`src/logic/hscl_pkg.sv`:
```
// Overview of operation
// - host fills all eight pointer words
// - no normal operation before valid set
// - valid set latched, later writes ignored
// - link indicator green after valid set
// - position and drive refreshed every 2 ms
// - recirculations one, two or four per axis
// - interrogation polarity selectable per axis
// - position unsigned, 65535 maximum
// - drive is 12-bit converter code
// - velocity limited to 60000 units/s
package hscl_pkg;
  localparam int CFG_WORDS = 8;
  localparam int CFG_IDX_W = 3;
  localparam int WORD_W = 16;
  localparam int AXES = 4;
  localparam logic [CFG_IDX_W-1:0] IDX_AXIS1 = 3'h0;
  localparam logic [CFG_IDX_W-1:0] IDX_READBACK = 3'h4;
  localparam logic [CFG_IDX_W-1:0] IDX_COMMAND = 3'h5;
  localparam logic [CFG_IDX_W-1:0] IDX_RESERVED = 3'h6;
  localparam logic [CFG_IDX_W-1:0] IDX_CHECKSUM = 3'h7;
  localparam logic [CFG_WORDS-1:0] ALL_WRITTEN = 8'h00_ff;
  localparam logic [WORD_W-1:0] WORD_ZERO = 16'h0000;
  // timing
  localparam int CLK_MHZ = 100;
  localparam int CTRL_PERIOD_US = 2000;
  localparam int CTRL_PERIOD_CYC = CLK_MHZ * CTRL_PERIOD_US;
  localparam int VEL_MAX_PER_S = 60000;
  localparam int STEP_MAX = (VEL_MAX_PER_S / 1000) * CTRL_PERIOD_US / 1000;
  // drive converter
  localparam int DAC_W = 12;
  localparam logic [DAC_W-1:0] DAC_MID = 12'h0800;
  localparam int ERR_LIM = 2047;
  localparam logic [WORD_W-1:0] POS_MAX = 16'hffff;
  // recirculation jumper codes; open jumpers give four
  localparam logic [1:0] RECIRC_FOUR = 2'h0;
  localparam logic [1:0] RECIRC_ONE = 2'h1;
  localparam logic [1:0] RECIRC_TWO = 2'h2;

  typedef enum logic {CFG_COLLECT, CFG_RUN} hscl_cfg_state_type;

  function automatic logic [1:0] hscl_recirc_shift(input logic [1:0] sel);
    logic [1:0] s;
    s = 2'h2;
    if (sel == RECIRC_ONE)
    begin
      s = 2'h0;
    end
    else if (sel == RECIRC_TWO)
    begin
      s = 2'h1;
    end
    return s;
  endfunction

  function automatic logic [WORD_W-1:0] hscl_sum7(input logic [WORD_W-1:0] w [CFG_WORDS]);
    logic [WORD_W-1:0] acc;
    acc = WORD_ZERO;
    for (int i = 0; i < CFG_WORDS - 1; i++)
    begin
      acc = acc + w[i];
    end
    return acc;
  endfunction
endpackage

```
`src/logic/hscl_axis_if.sv`:
```
`timescale 1ns/100ps
interface hscl_axis_if;
  import hscl_pkg::*;
  logic tick;
  logic enable;
  logic [1:0] recirc_sel;
  logic neg_pol;
  logic [WORD_W-1:0] raw_count;
  logic [WORD_W-1:0] target;
  logic [WORD_W-1:0] position;
  logic [DAC_W-1:0] drive;
  logic interrogate;
  modport ctrl (output tick, output enable, output recirc_sel, output neg_pol,
    output raw_count, output target, input position, input drive, input interrogate);
  modport axis (input tick, input enable, input recirc_sel, input neg_pol,
    input raw_count, input target, output position, output drive, output interrogate);
endinterface

```
`src/logic/hscl_axis.sv`:
```
`timescale 1ns/100ps
module hscl_axis
  import hscl_pkg::*;
(
  input wire logic mclk,
  input wire logic rst_n,
  hscl_axis_if.axis a
);
  localparam logic signed [WORD_W+1:0] STEP_S = (WORD_W+2)'(STEP_MAX);
  localparam logic signed [WORD_W+1:0] LIM_S = (WORD_W+2)'(ERR_LIM);

  logic [WORD_W-1:0] position;
  logic [WORD_W-1:0] setpoint;
  logic [DAC_W-1:0] drive;
  logic interrogate;
  logic [WORD_W-1:0] next_position;
  logic signed [WORD_W+1:0] diff;
  logic signed [WORD_W+1:0] err;
  logic [WORD_W-1:0] next_setpoint;

  assign a.position = position;
  assign a.drive = drive;
  assign a.interrogate = interrogate;

  // divide by recirculations; 16-bit result cannot pass full scale
  assign next_position = a.raw_count >> hscl_recirc_shift(a.recirc_sel);

  always_comb
  begin
    diff = $signed({2'b00, a.target}) - $signed({2'b00, setpoint});
    if (diff > STEP_S)
    begin
      next_setpoint = setpoint + WORD_W'(STEP_MAX);
    end
    else if (diff < -STEP_S)
    begin
      next_setpoint = setpoint - WORD_W'(STEP_MAX);
    end
    else
    begin
      next_setpoint = a.target;
    end
    err = $signed({2'b00, setpoint}) - $signed({2'b00, next_position});
    if (err > LIM_S)
    begin
      err = LIM_S;
    end
    else if (err < -LIM_S)
    begin
      err = -LIM_S;
    end
  end

  always_ff @(posedge mclk)
  begin
    if (!rst_n)
    begin
      position <= WORD_ZERO;
      setpoint <= WORD_ZERO;
    end
    else if (!a.enable)
    begin
      // hold setpoint on the measured axis so enabling causes no jump
      setpoint <= next_position;
    end
    else if (a.tick)
    begin
      position <= next_position;
      setpoint <= next_setpoint;
    end
  end

  always_ff @(posedge mclk)
  begin
    if (!rst_n)
    begin
      drive <= DAC_MID;
    end
    else if (!a.enable)
    begin
      drive <= DAC_MID;
    end
    else if (a.tick)
    begin
      drive <= DAC_MID + DAC_W'(err);
    end
  end

  always_ff @(posedge mclk)
  begin
    if (!rst_n)
    begin
      interrogate <= 1'b0;
    end
    else
    begin
      interrogate <= (a.tick & a.enable) ^ a.neg_pol;
    end
  end
endmodule

```
`src/logic/hscl_top.sv`:
```
`timescale 1ns/100ps
module hscl_top
  import hscl_pkg::*;
#(
  parameter int PERIOD_CYC = CTRL_PERIOD_CYC
)
(
  input wire logic mclk,
  input wire logic rst_n,
  input wire logic cfg_wr,
  input wire logic [CFG_IDX_W-1:0] cfg_index,
  input wire logic [WORD_W-1:0] cfg_wdata,
  input wire logic [CFG_IDX_W-1:0] cfg_rindex,
  output logic [WORD_W-1:0] cfg_rdata,
  output logic link_ok,
  output logic set_rejected,
  output logic control_tick,
  input wire logic [2*AXES-1:0] recirc_jumper,
  input wire logic [AXES-1:0] neg_pol_jumper,
  input wire logic [WORD_W*AXES-1:0] raw_count,
  input wire logic [WORD_W*AXES-1:0] target,
  output logic [WORD_W*AXES-1:0] position,
  output logic [DAC_W*AXES-1:0] drive_code,
  output logic [AXES-1:0] interrogate
);
  localparam logic [31:0] PERIOD_LAST = 32'(PERIOD_CYC - 1);

  hscl_cfg_state_type state;
  logic [WORD_W-1:0] shadow [CFG_WORDS];
  logic [WORD_W-1:0] latched [CFG_WORDS];
  logic [CFG_WORDS-1:0] written;
  logic set_good;
  logic [31:0] tick_cnt;
  logic [2*AXES-1:0] recirc_meta;
  logic [2*AXES-1:0] recirc_sync;
  logic [AXES-1:0] pol_meta;
  logic [AXES-1:0] pol_sync;

  // jumpers are asynchronous pins
  // reset value zero decodes as four recirculations, the open-jumper default
  always_ff @(posedge mclk)
  begin
    if (!rst_n)
    begin
      recirc_meta <= '0;
      recirc_sync <= '0;
    end
    else
    begin
      recirc_meta <= recirc_jumper;
      recirc_sync <= recirc_meta;
    end
  end

  // only the second flop feeds the axes
  always_ff @(posedge mclk)
  begin
    if (!rst_n)
    begin
      pol_meta <= '0;
      pol_sync <= '0;
    end
    else
    begin
      pol_meta <= neg_pol_jumper;
      pol_sync <= pol_meta;
    end
  end

  // complete set, checksum over words one to seven, reserved word zero
  assign set_good = (written == ALL_WRITTEN)
    && (shadow[IDX_CHECKSUM] == hscl_sum7(shadow))
    && (shadow[IDX_RESERVED] == WORD_ZERO);

  always_ff @(posedge mclk)
  begin
    if (!rst_n)
    begin
      for (int i = 0; i < CFG_WORDS; i++)
      begin
        shadow[i] <= WORD_ZERO;
      end
    end
    else if (state == CFG_COLLECT && cfg_wr)
    begin
      // once running, host writes are not sampled until reset
      shadow[cfg_index] <= cfg_wdata;
    end
  end

  // one flag per word; rewriting an index adds nothing
  always_ff @(posedge mclk)
  begin
    if (!rst_n)
    begin
      written <= '0;
    end
    else if (state == CFG_COLLECT && cfg_wr)
    begin
      written[cfg_index] <= 1'b1;
    end
  end

  always_ff @(posedge mclk)
  begin
    if (!rst_n)
    begin
      state <= CFG_COLLECT;
    end
    else
    begin
      unique case (state)
        CFG_COLLECT:
        begin
          // set_good already folds in the checksum and the reserved word
          if (set_good)
          begin
            state <= CFG_RUN;
          end
        end
        CFG_RUN:
        begin
          // only a reset leaves this state
          state <= CFG_RUN;
        end
      endcase
    end
  end

  // level, not sticky: the host may rewrite any word and it is rechecked
  always_ff @(posedge mclk)
  begin
    if (!rst_n)
    begin
      set_rejected <= 1'b0;
    end
    else
    begin
      set_rejected <= (state == CFG_COLLECT) && (written == ALL_WRITTEN) && !set_good;
    end
  end

  // copy taken on the accepting edge only; shadow is frozen after it
  // so readback shows the accepted set, never later host writes
  always_ff @(posedge mclk)
  begin
    if (!rst_n)
    begin
      for (int i = 0; i < CFG_WORDS; i++)
      begin
        latched[i] <= WORD_ZERO;
      end
    end
    else if (state == CFG_COLLECT && set_good)
    begin
      latched <= shadow;
    end
  end

  assign link_ok = (state == CFG_RUN);

  always_ff @(posedge mclk)
  begin
    if (!rst_n)
    begin
      cfg_rdata <= WORD_ZERO;
    end
    else
    begin
      cfg_rdata <= latched[cfg_rindex];
    end
  end

  // control period counter only runs once configured
  always_ff @(posedge mclk)
  begin
    if (!rst_n)
    begin
      tick_cnt <= '0;
    end
    // cleared while collecting, so the first period is full length
    else if (state != CFG_RUN || tick_cnt == PERIOD_LAST)
    begin
      tick_cnt <= '0;
    end
    else
    begin
      tick_cnt <= tick_cnt + 32'h0000_0001;
    end
  end

  // registered so every axis sees the same single-cycle pulse
  // counts 0 to PERIOD_LAST, giving one tick every PERIOD_CYC edges
  always_ff @(posedge mclk)
  begin
    if (!rst_n)
    begin
      control_tick <= 1'b0;
    end
    else
    begin
      control_tick <= (state == CFG_RUN) && (tick_cnt == PERIOD_LAST);
    end
  end

  hscl_axis_if ax [AXES] ();

  for (genvar g = 0; g < AXES; g++)
  begin : g_axis
    assign ax[g].tick = control_tick;
    assign ax[g].enable = link_ok;
    assign ax[g].recirc_sel = recirc_sync[2*g +: 2];
    assign ax[g].neg_pol = pol_sync[g];
    assign ax[g].raw_count = raw_count[WORD_W*g +: WORD_W];
    assign ax[g].target = target[WORD_W*g +: WORD_W];
    assign position[WORD_W*g +: WORD_W] = ax[g].position;
    assign drive_code[DAC_W*g +: DAC_W] = ax[g].drive;
    assign interrogate[g] = ax[g].interrogate;

    hscl_axis u_axis
    (
      .mclk(mclk),
      .rst_n(rst_n),
      .a(ax[g])
    );
  end
endmodule

```
`config.mk`:
```
export PLATFORM = sky130hd
export DESIGN_NAME = hscl_top
export DESIGN_NICKNAME = d
export VERILOG_FILES = /design/src/logic/hscl_pkg.sv /design/src/logic/hscl_axis_if.sv /design/src/logic/hscl_axis.sv /design/src/logic/hscl_top.sv
export SDC_FILE = /design/constraint.sdc
export NUM_CORES = 2
export LEC_CHECK = 0
export ABC_AREA = 1
export BUFFER_PORTS_ARGS = -buffer_cell sky130_fd_sc_hd__clkbuf_2
export CORE_MARGIN = 4
export CORE_UTILIZATION = 61
export CTS_BUF_LIST = sky130_fd_sc_hd__clkbuf_16
export DETAILED_ROUTE_END_ITERATION = 8
export GPL_TIMING_DRIVEN = 0
export PLACE_DENSITY = 0.81
export SLEW_MARGIN = 20
export SYNTH_ARGS = -nofsm -noshare
export SYNTH_HDL_FRONTEND = slang
export SYNTH_SLANG_ARGS = --single-unit
```
`constraint.sdc`:
```
create_clock -name mclk -period 9.1 [get_ports mclk]
set_clock_uncertainty 0.15 [all_clocks]
set_input_delay 0.91 -clock mclk [delete_from_list [all_inputs] [get_ports mclk]]
set_output_delay 0.91 -clock mclk [all_outputs]
set_load 0.05 [all_outputs]
```
==> metrics.md <==
| Metric | Value |
|---|---|
| Site Rows | `87` |
| Asr flop ratio synth | `0` |
| Netlist Area Pre-Place | `35,000 µm²` |
| Worst r2r src | `shadow[99]` |
| Largest area contributor in the netlist | `dfxtp_1` |
| Largest net degree at the start of global routing | `19` |
| Pre-CTS setup slack | `3650 ps` |
| Die Area | `61,300 µm²` |
| Sw power | `2.36 mW` |
| Top FF cell, synth | `dfxtp_1` |
| PD cells | `169 nW/µm²` |
| CP arrival | `6070 ps` |
| Final Cycle Share | `0.618` |
| Starting Density | `0.619` |
| Die W | `248 µm` |
| Power share of the sequential group | `0.361` |
| Syn_area_per_cell | `6.54 µm²` |
| Internal cell power | `4.29 mW` |
| Cells after Synth | `5,352` |
| Netlist cell types | `49` |
| Setup crit start kind | `flop` |
| Clock transition at path regs | `60 ps` |
| Clock Tree Root | `clkbuf_16` |
| Number of flops mapped to enable cells by yosys | `0` |
| Seq cells post-synth | `519` |
| Net count, final | `6,096` |
| Final cell count without fillers | `6,506` |
| Clock H-tree levels | `2` |
| Tmin final | `5620 ps` |
| Combinational share of power | `0.278` |
| CTS buffer count | `56` |
| DP Wirelength | `102,000 µm` |
| Iteration-0 DRC Markers | `3,938` |
| Initial antenna violation count | `8` |
| Core outline area | `56,600 µm²` |
| DR vias/cell | `5.85` |
| Unrepaired setup endpoints after global routing | `false` |
| Hold Crit Class | `flop to flop` |
| GRT Residual Overflow | `0` |
| Most numerous cell in the Yosys netlist | `nand2_1` |
| First-pass GRT wire length | `192,000 µm` |
| TritonCTS clock tree | `built` |
| Worst reg-to-reg path cell count | `21` |
| Post-synthesis sequential area ratio | `0.297` |
| Final Cell Area | `39,300 µm²` |
| Lkg Pwr | `18.7 nW` |
| DIE HEIGHT | `248 µm` |
| Worst-margin pin slew | `1270 ps` |
| Final WL | `129,000 µm` |
| Setup crit start | `shadow[99]` |
| Warnings from Yosys | `0` |
| Outcome | `finished clean` |
| Clk sinks | `519` |
| I/O pin count | `300` |
| Post-synth top cells | `nand2_1 (1,190), inv_1 (630), nor2_1 (627), dfxtp_1 (519)` |
| VDD IR-drop max | `0.171 mV` |
| Setup violators final | `0` |
| # placed instances | `6,391` |
| Area Growth Syn to Fin | `12.3%` |
| R2R Path End | `latched[60]` |
| Drt drc | `0` |
| Port bufs | `283` |
| FMAX | `178 MHz` |
| Maxcap violations | `0` |
| Wire per inst | `19.8 µm` |
| CP max FO | `10` |
| Switching Share | `0.355` |
| Syn nets | `5,755` |
| Post-DRT Antenna Nets | `0` |
| Critical path class | `flop to flop` |
| Layout cells sized above 1 | `0.0780` |
| Largest cells by area after synthesis | `dfxtp_1 (30%), nand2_1 (13%), inv_1 (6.8%)` |
| TritonRoute pass-1 iters | `7` |
| Final WS setup | `3480 ps` |
| Placer Congestion | `1.03` |
| Flop2flop setup slack | `3480 ps` |
| Worst-Skew Late Latency | `680 ps` |
| Crit end category | `flop` |
| Max-slew violation count | `0` |
| Area after DPL | `37,400 µm²` |
| Clock power share | `0.361` |
| CP required | `9550 ps` |
| CP endpoint | `latched[60]` |
| Hold Vio Cnt, Final | `0` |
| Vias in the first global route | `34,300` |
| Slew HR | `0.153` |
| Synth top area share | `0.297` |
| Via count | `38,000` |
| Hold Buf Count CTS | `0` |
| Worst hold stages | `2` |
| Accumulated negative setup slack | `0 ps` |
| Final total power | `6.65 mW` |
| PostCTS Resize Cnt | `0` |
| Postcts setup bufs | `0` |
| GRT Overall Usage | `0.402` |
| Maximum clock path buffer count | `3` |
## worst max-delay path: stages (launching register included)
cell      delay [ps]
dfxtp_1          450
fa_1             460
inv_1            150
fa_1             460
fa_1             550
inv_1             50
fa_1             480
ha_1             410
a21oi_2          200
nand2_1          140
a21oi_1          260
nand3b_1         200
nand3b_1          90
nand2_1           70
inv_1             40
nand4_1          180
nor2_1            70
nand4_1          100
buf_2            300
clkbuf_1         430
nand2_1          110
a21oi_1          170
## stage by stage
stage	utilization	hold slack [ps]
2_1_floorplan	-	240
3_3_place_gp	0.661	241
3_5_place_dp	0.661	246
4_1_cts	0.694	258
5_1_grt	0.695	284
6_report	0.695	261
## flip-flops by register name (all words and copies together) (netlist names)
register                     cells
cfg_rdata                       16
control_tick                     1
g_axis.u_axis.a.drive           48
g_axis.u_axis.a.interrogate      4
g_axis.u_axis.a.position        64
g_axis.u_axis.setpoint          64
latched                        128
link_ok                          1
pol_meta                         4
pol_sync                         4
recirc_meta                      8
recirc_sync                      8
set_rejected                     1
shadow                         128
tick_cnt                        32
written                          8
## routing by layer
layer | GRT usage | vias up | part of all wire
met5 | 0 | - | 0.00025
met4 | 0.258 | 4 | 0.073
met3 | 0.0767 | 475 | 0.099
met2 | 0.634 | 1968 | 0.44
met1 | 0.505 | 17400 | 0.39
li1 | - | 18200 | -
## worst min-delay path by stage
stage	startpoint	to
after floorplan	pol_meta[0]	pol_sync[0]
after global placement	pol_meta[2]	pol_sync[2]
after detailed placement	pol_meta[1]	pol_sync[1]
after CTS	pol_meta[1]	pol_sync[1]
after global routing	pol_meta[1]	pol_sync[1]
final	pol_meta[1]	pol_sync[1]
## power groups by stage
stage | combinational [mW] | clock (mW) | sequential [mW]
after global routing | 2.06 | 2.48 | 2.41
final | 1.85 | 2.40 | 2.40
after CTS | 1.81 | 2.38 | 2.40
after detailed placement | 1.80 | 0 | 2.45
after global placement | 1.77 | 0 | 2.45
after floorplan | 1.32 | 0 | 2.44
## cell families (layout without fill, tap and decap cells)
logic type	Yosys count	in the layout	synth area share
flops	519	519	0.297
compound gates	999	999	0.151
simple gates	2518	2518	0.307
xor+xnor	172	172	0.0430
buf+inv	906	1294	0.101
fa+ha+maj	238	238	0.102
other cells	0	10	0
## cells in the final DEF, fill, tap and decap left out, types with 26 or more instances in the layout
| master | instances |
|---|---|
| inv_1 | 638 |
| clkbuf_2 | 292 |
| o21ai_0 | 425 |
| nand2_1 | 1190 |
| nand4_1 | 178 |
| clkbuf_16 | 56 |
| nand3b_1 | 34 |
| o22ai_1 | 64 |
| a21oi_1 | 426 |
| nor3_1 | 68 |
| xor2_1 | 148 |
| nor2_1 | 627 |
| dfxtp_1 | 519 |
| ha_1 | 158 |
| nand3_1 | 372 |
| fa_1 | 80 |
| buf_2 | 26 |
| clkbuf_1 | 189 |
| clkinv_1 | 35 |
## layout make-up
class / instances / area [µm²]
multi-input combinational: 3927 / 21100
fill: 5151 / 17300
sequential: 519 / 10400
inverter: 656 / 2460
timing repair buffer: 283 / 1420
clock buffer: 56 / 1400
buffer: 250 / 1070
tap: 756 / 946
clock inverter: 49 / 514
antenna: 10 / 25.0
No activity file was read; power rests on OpenSTA's default activity.
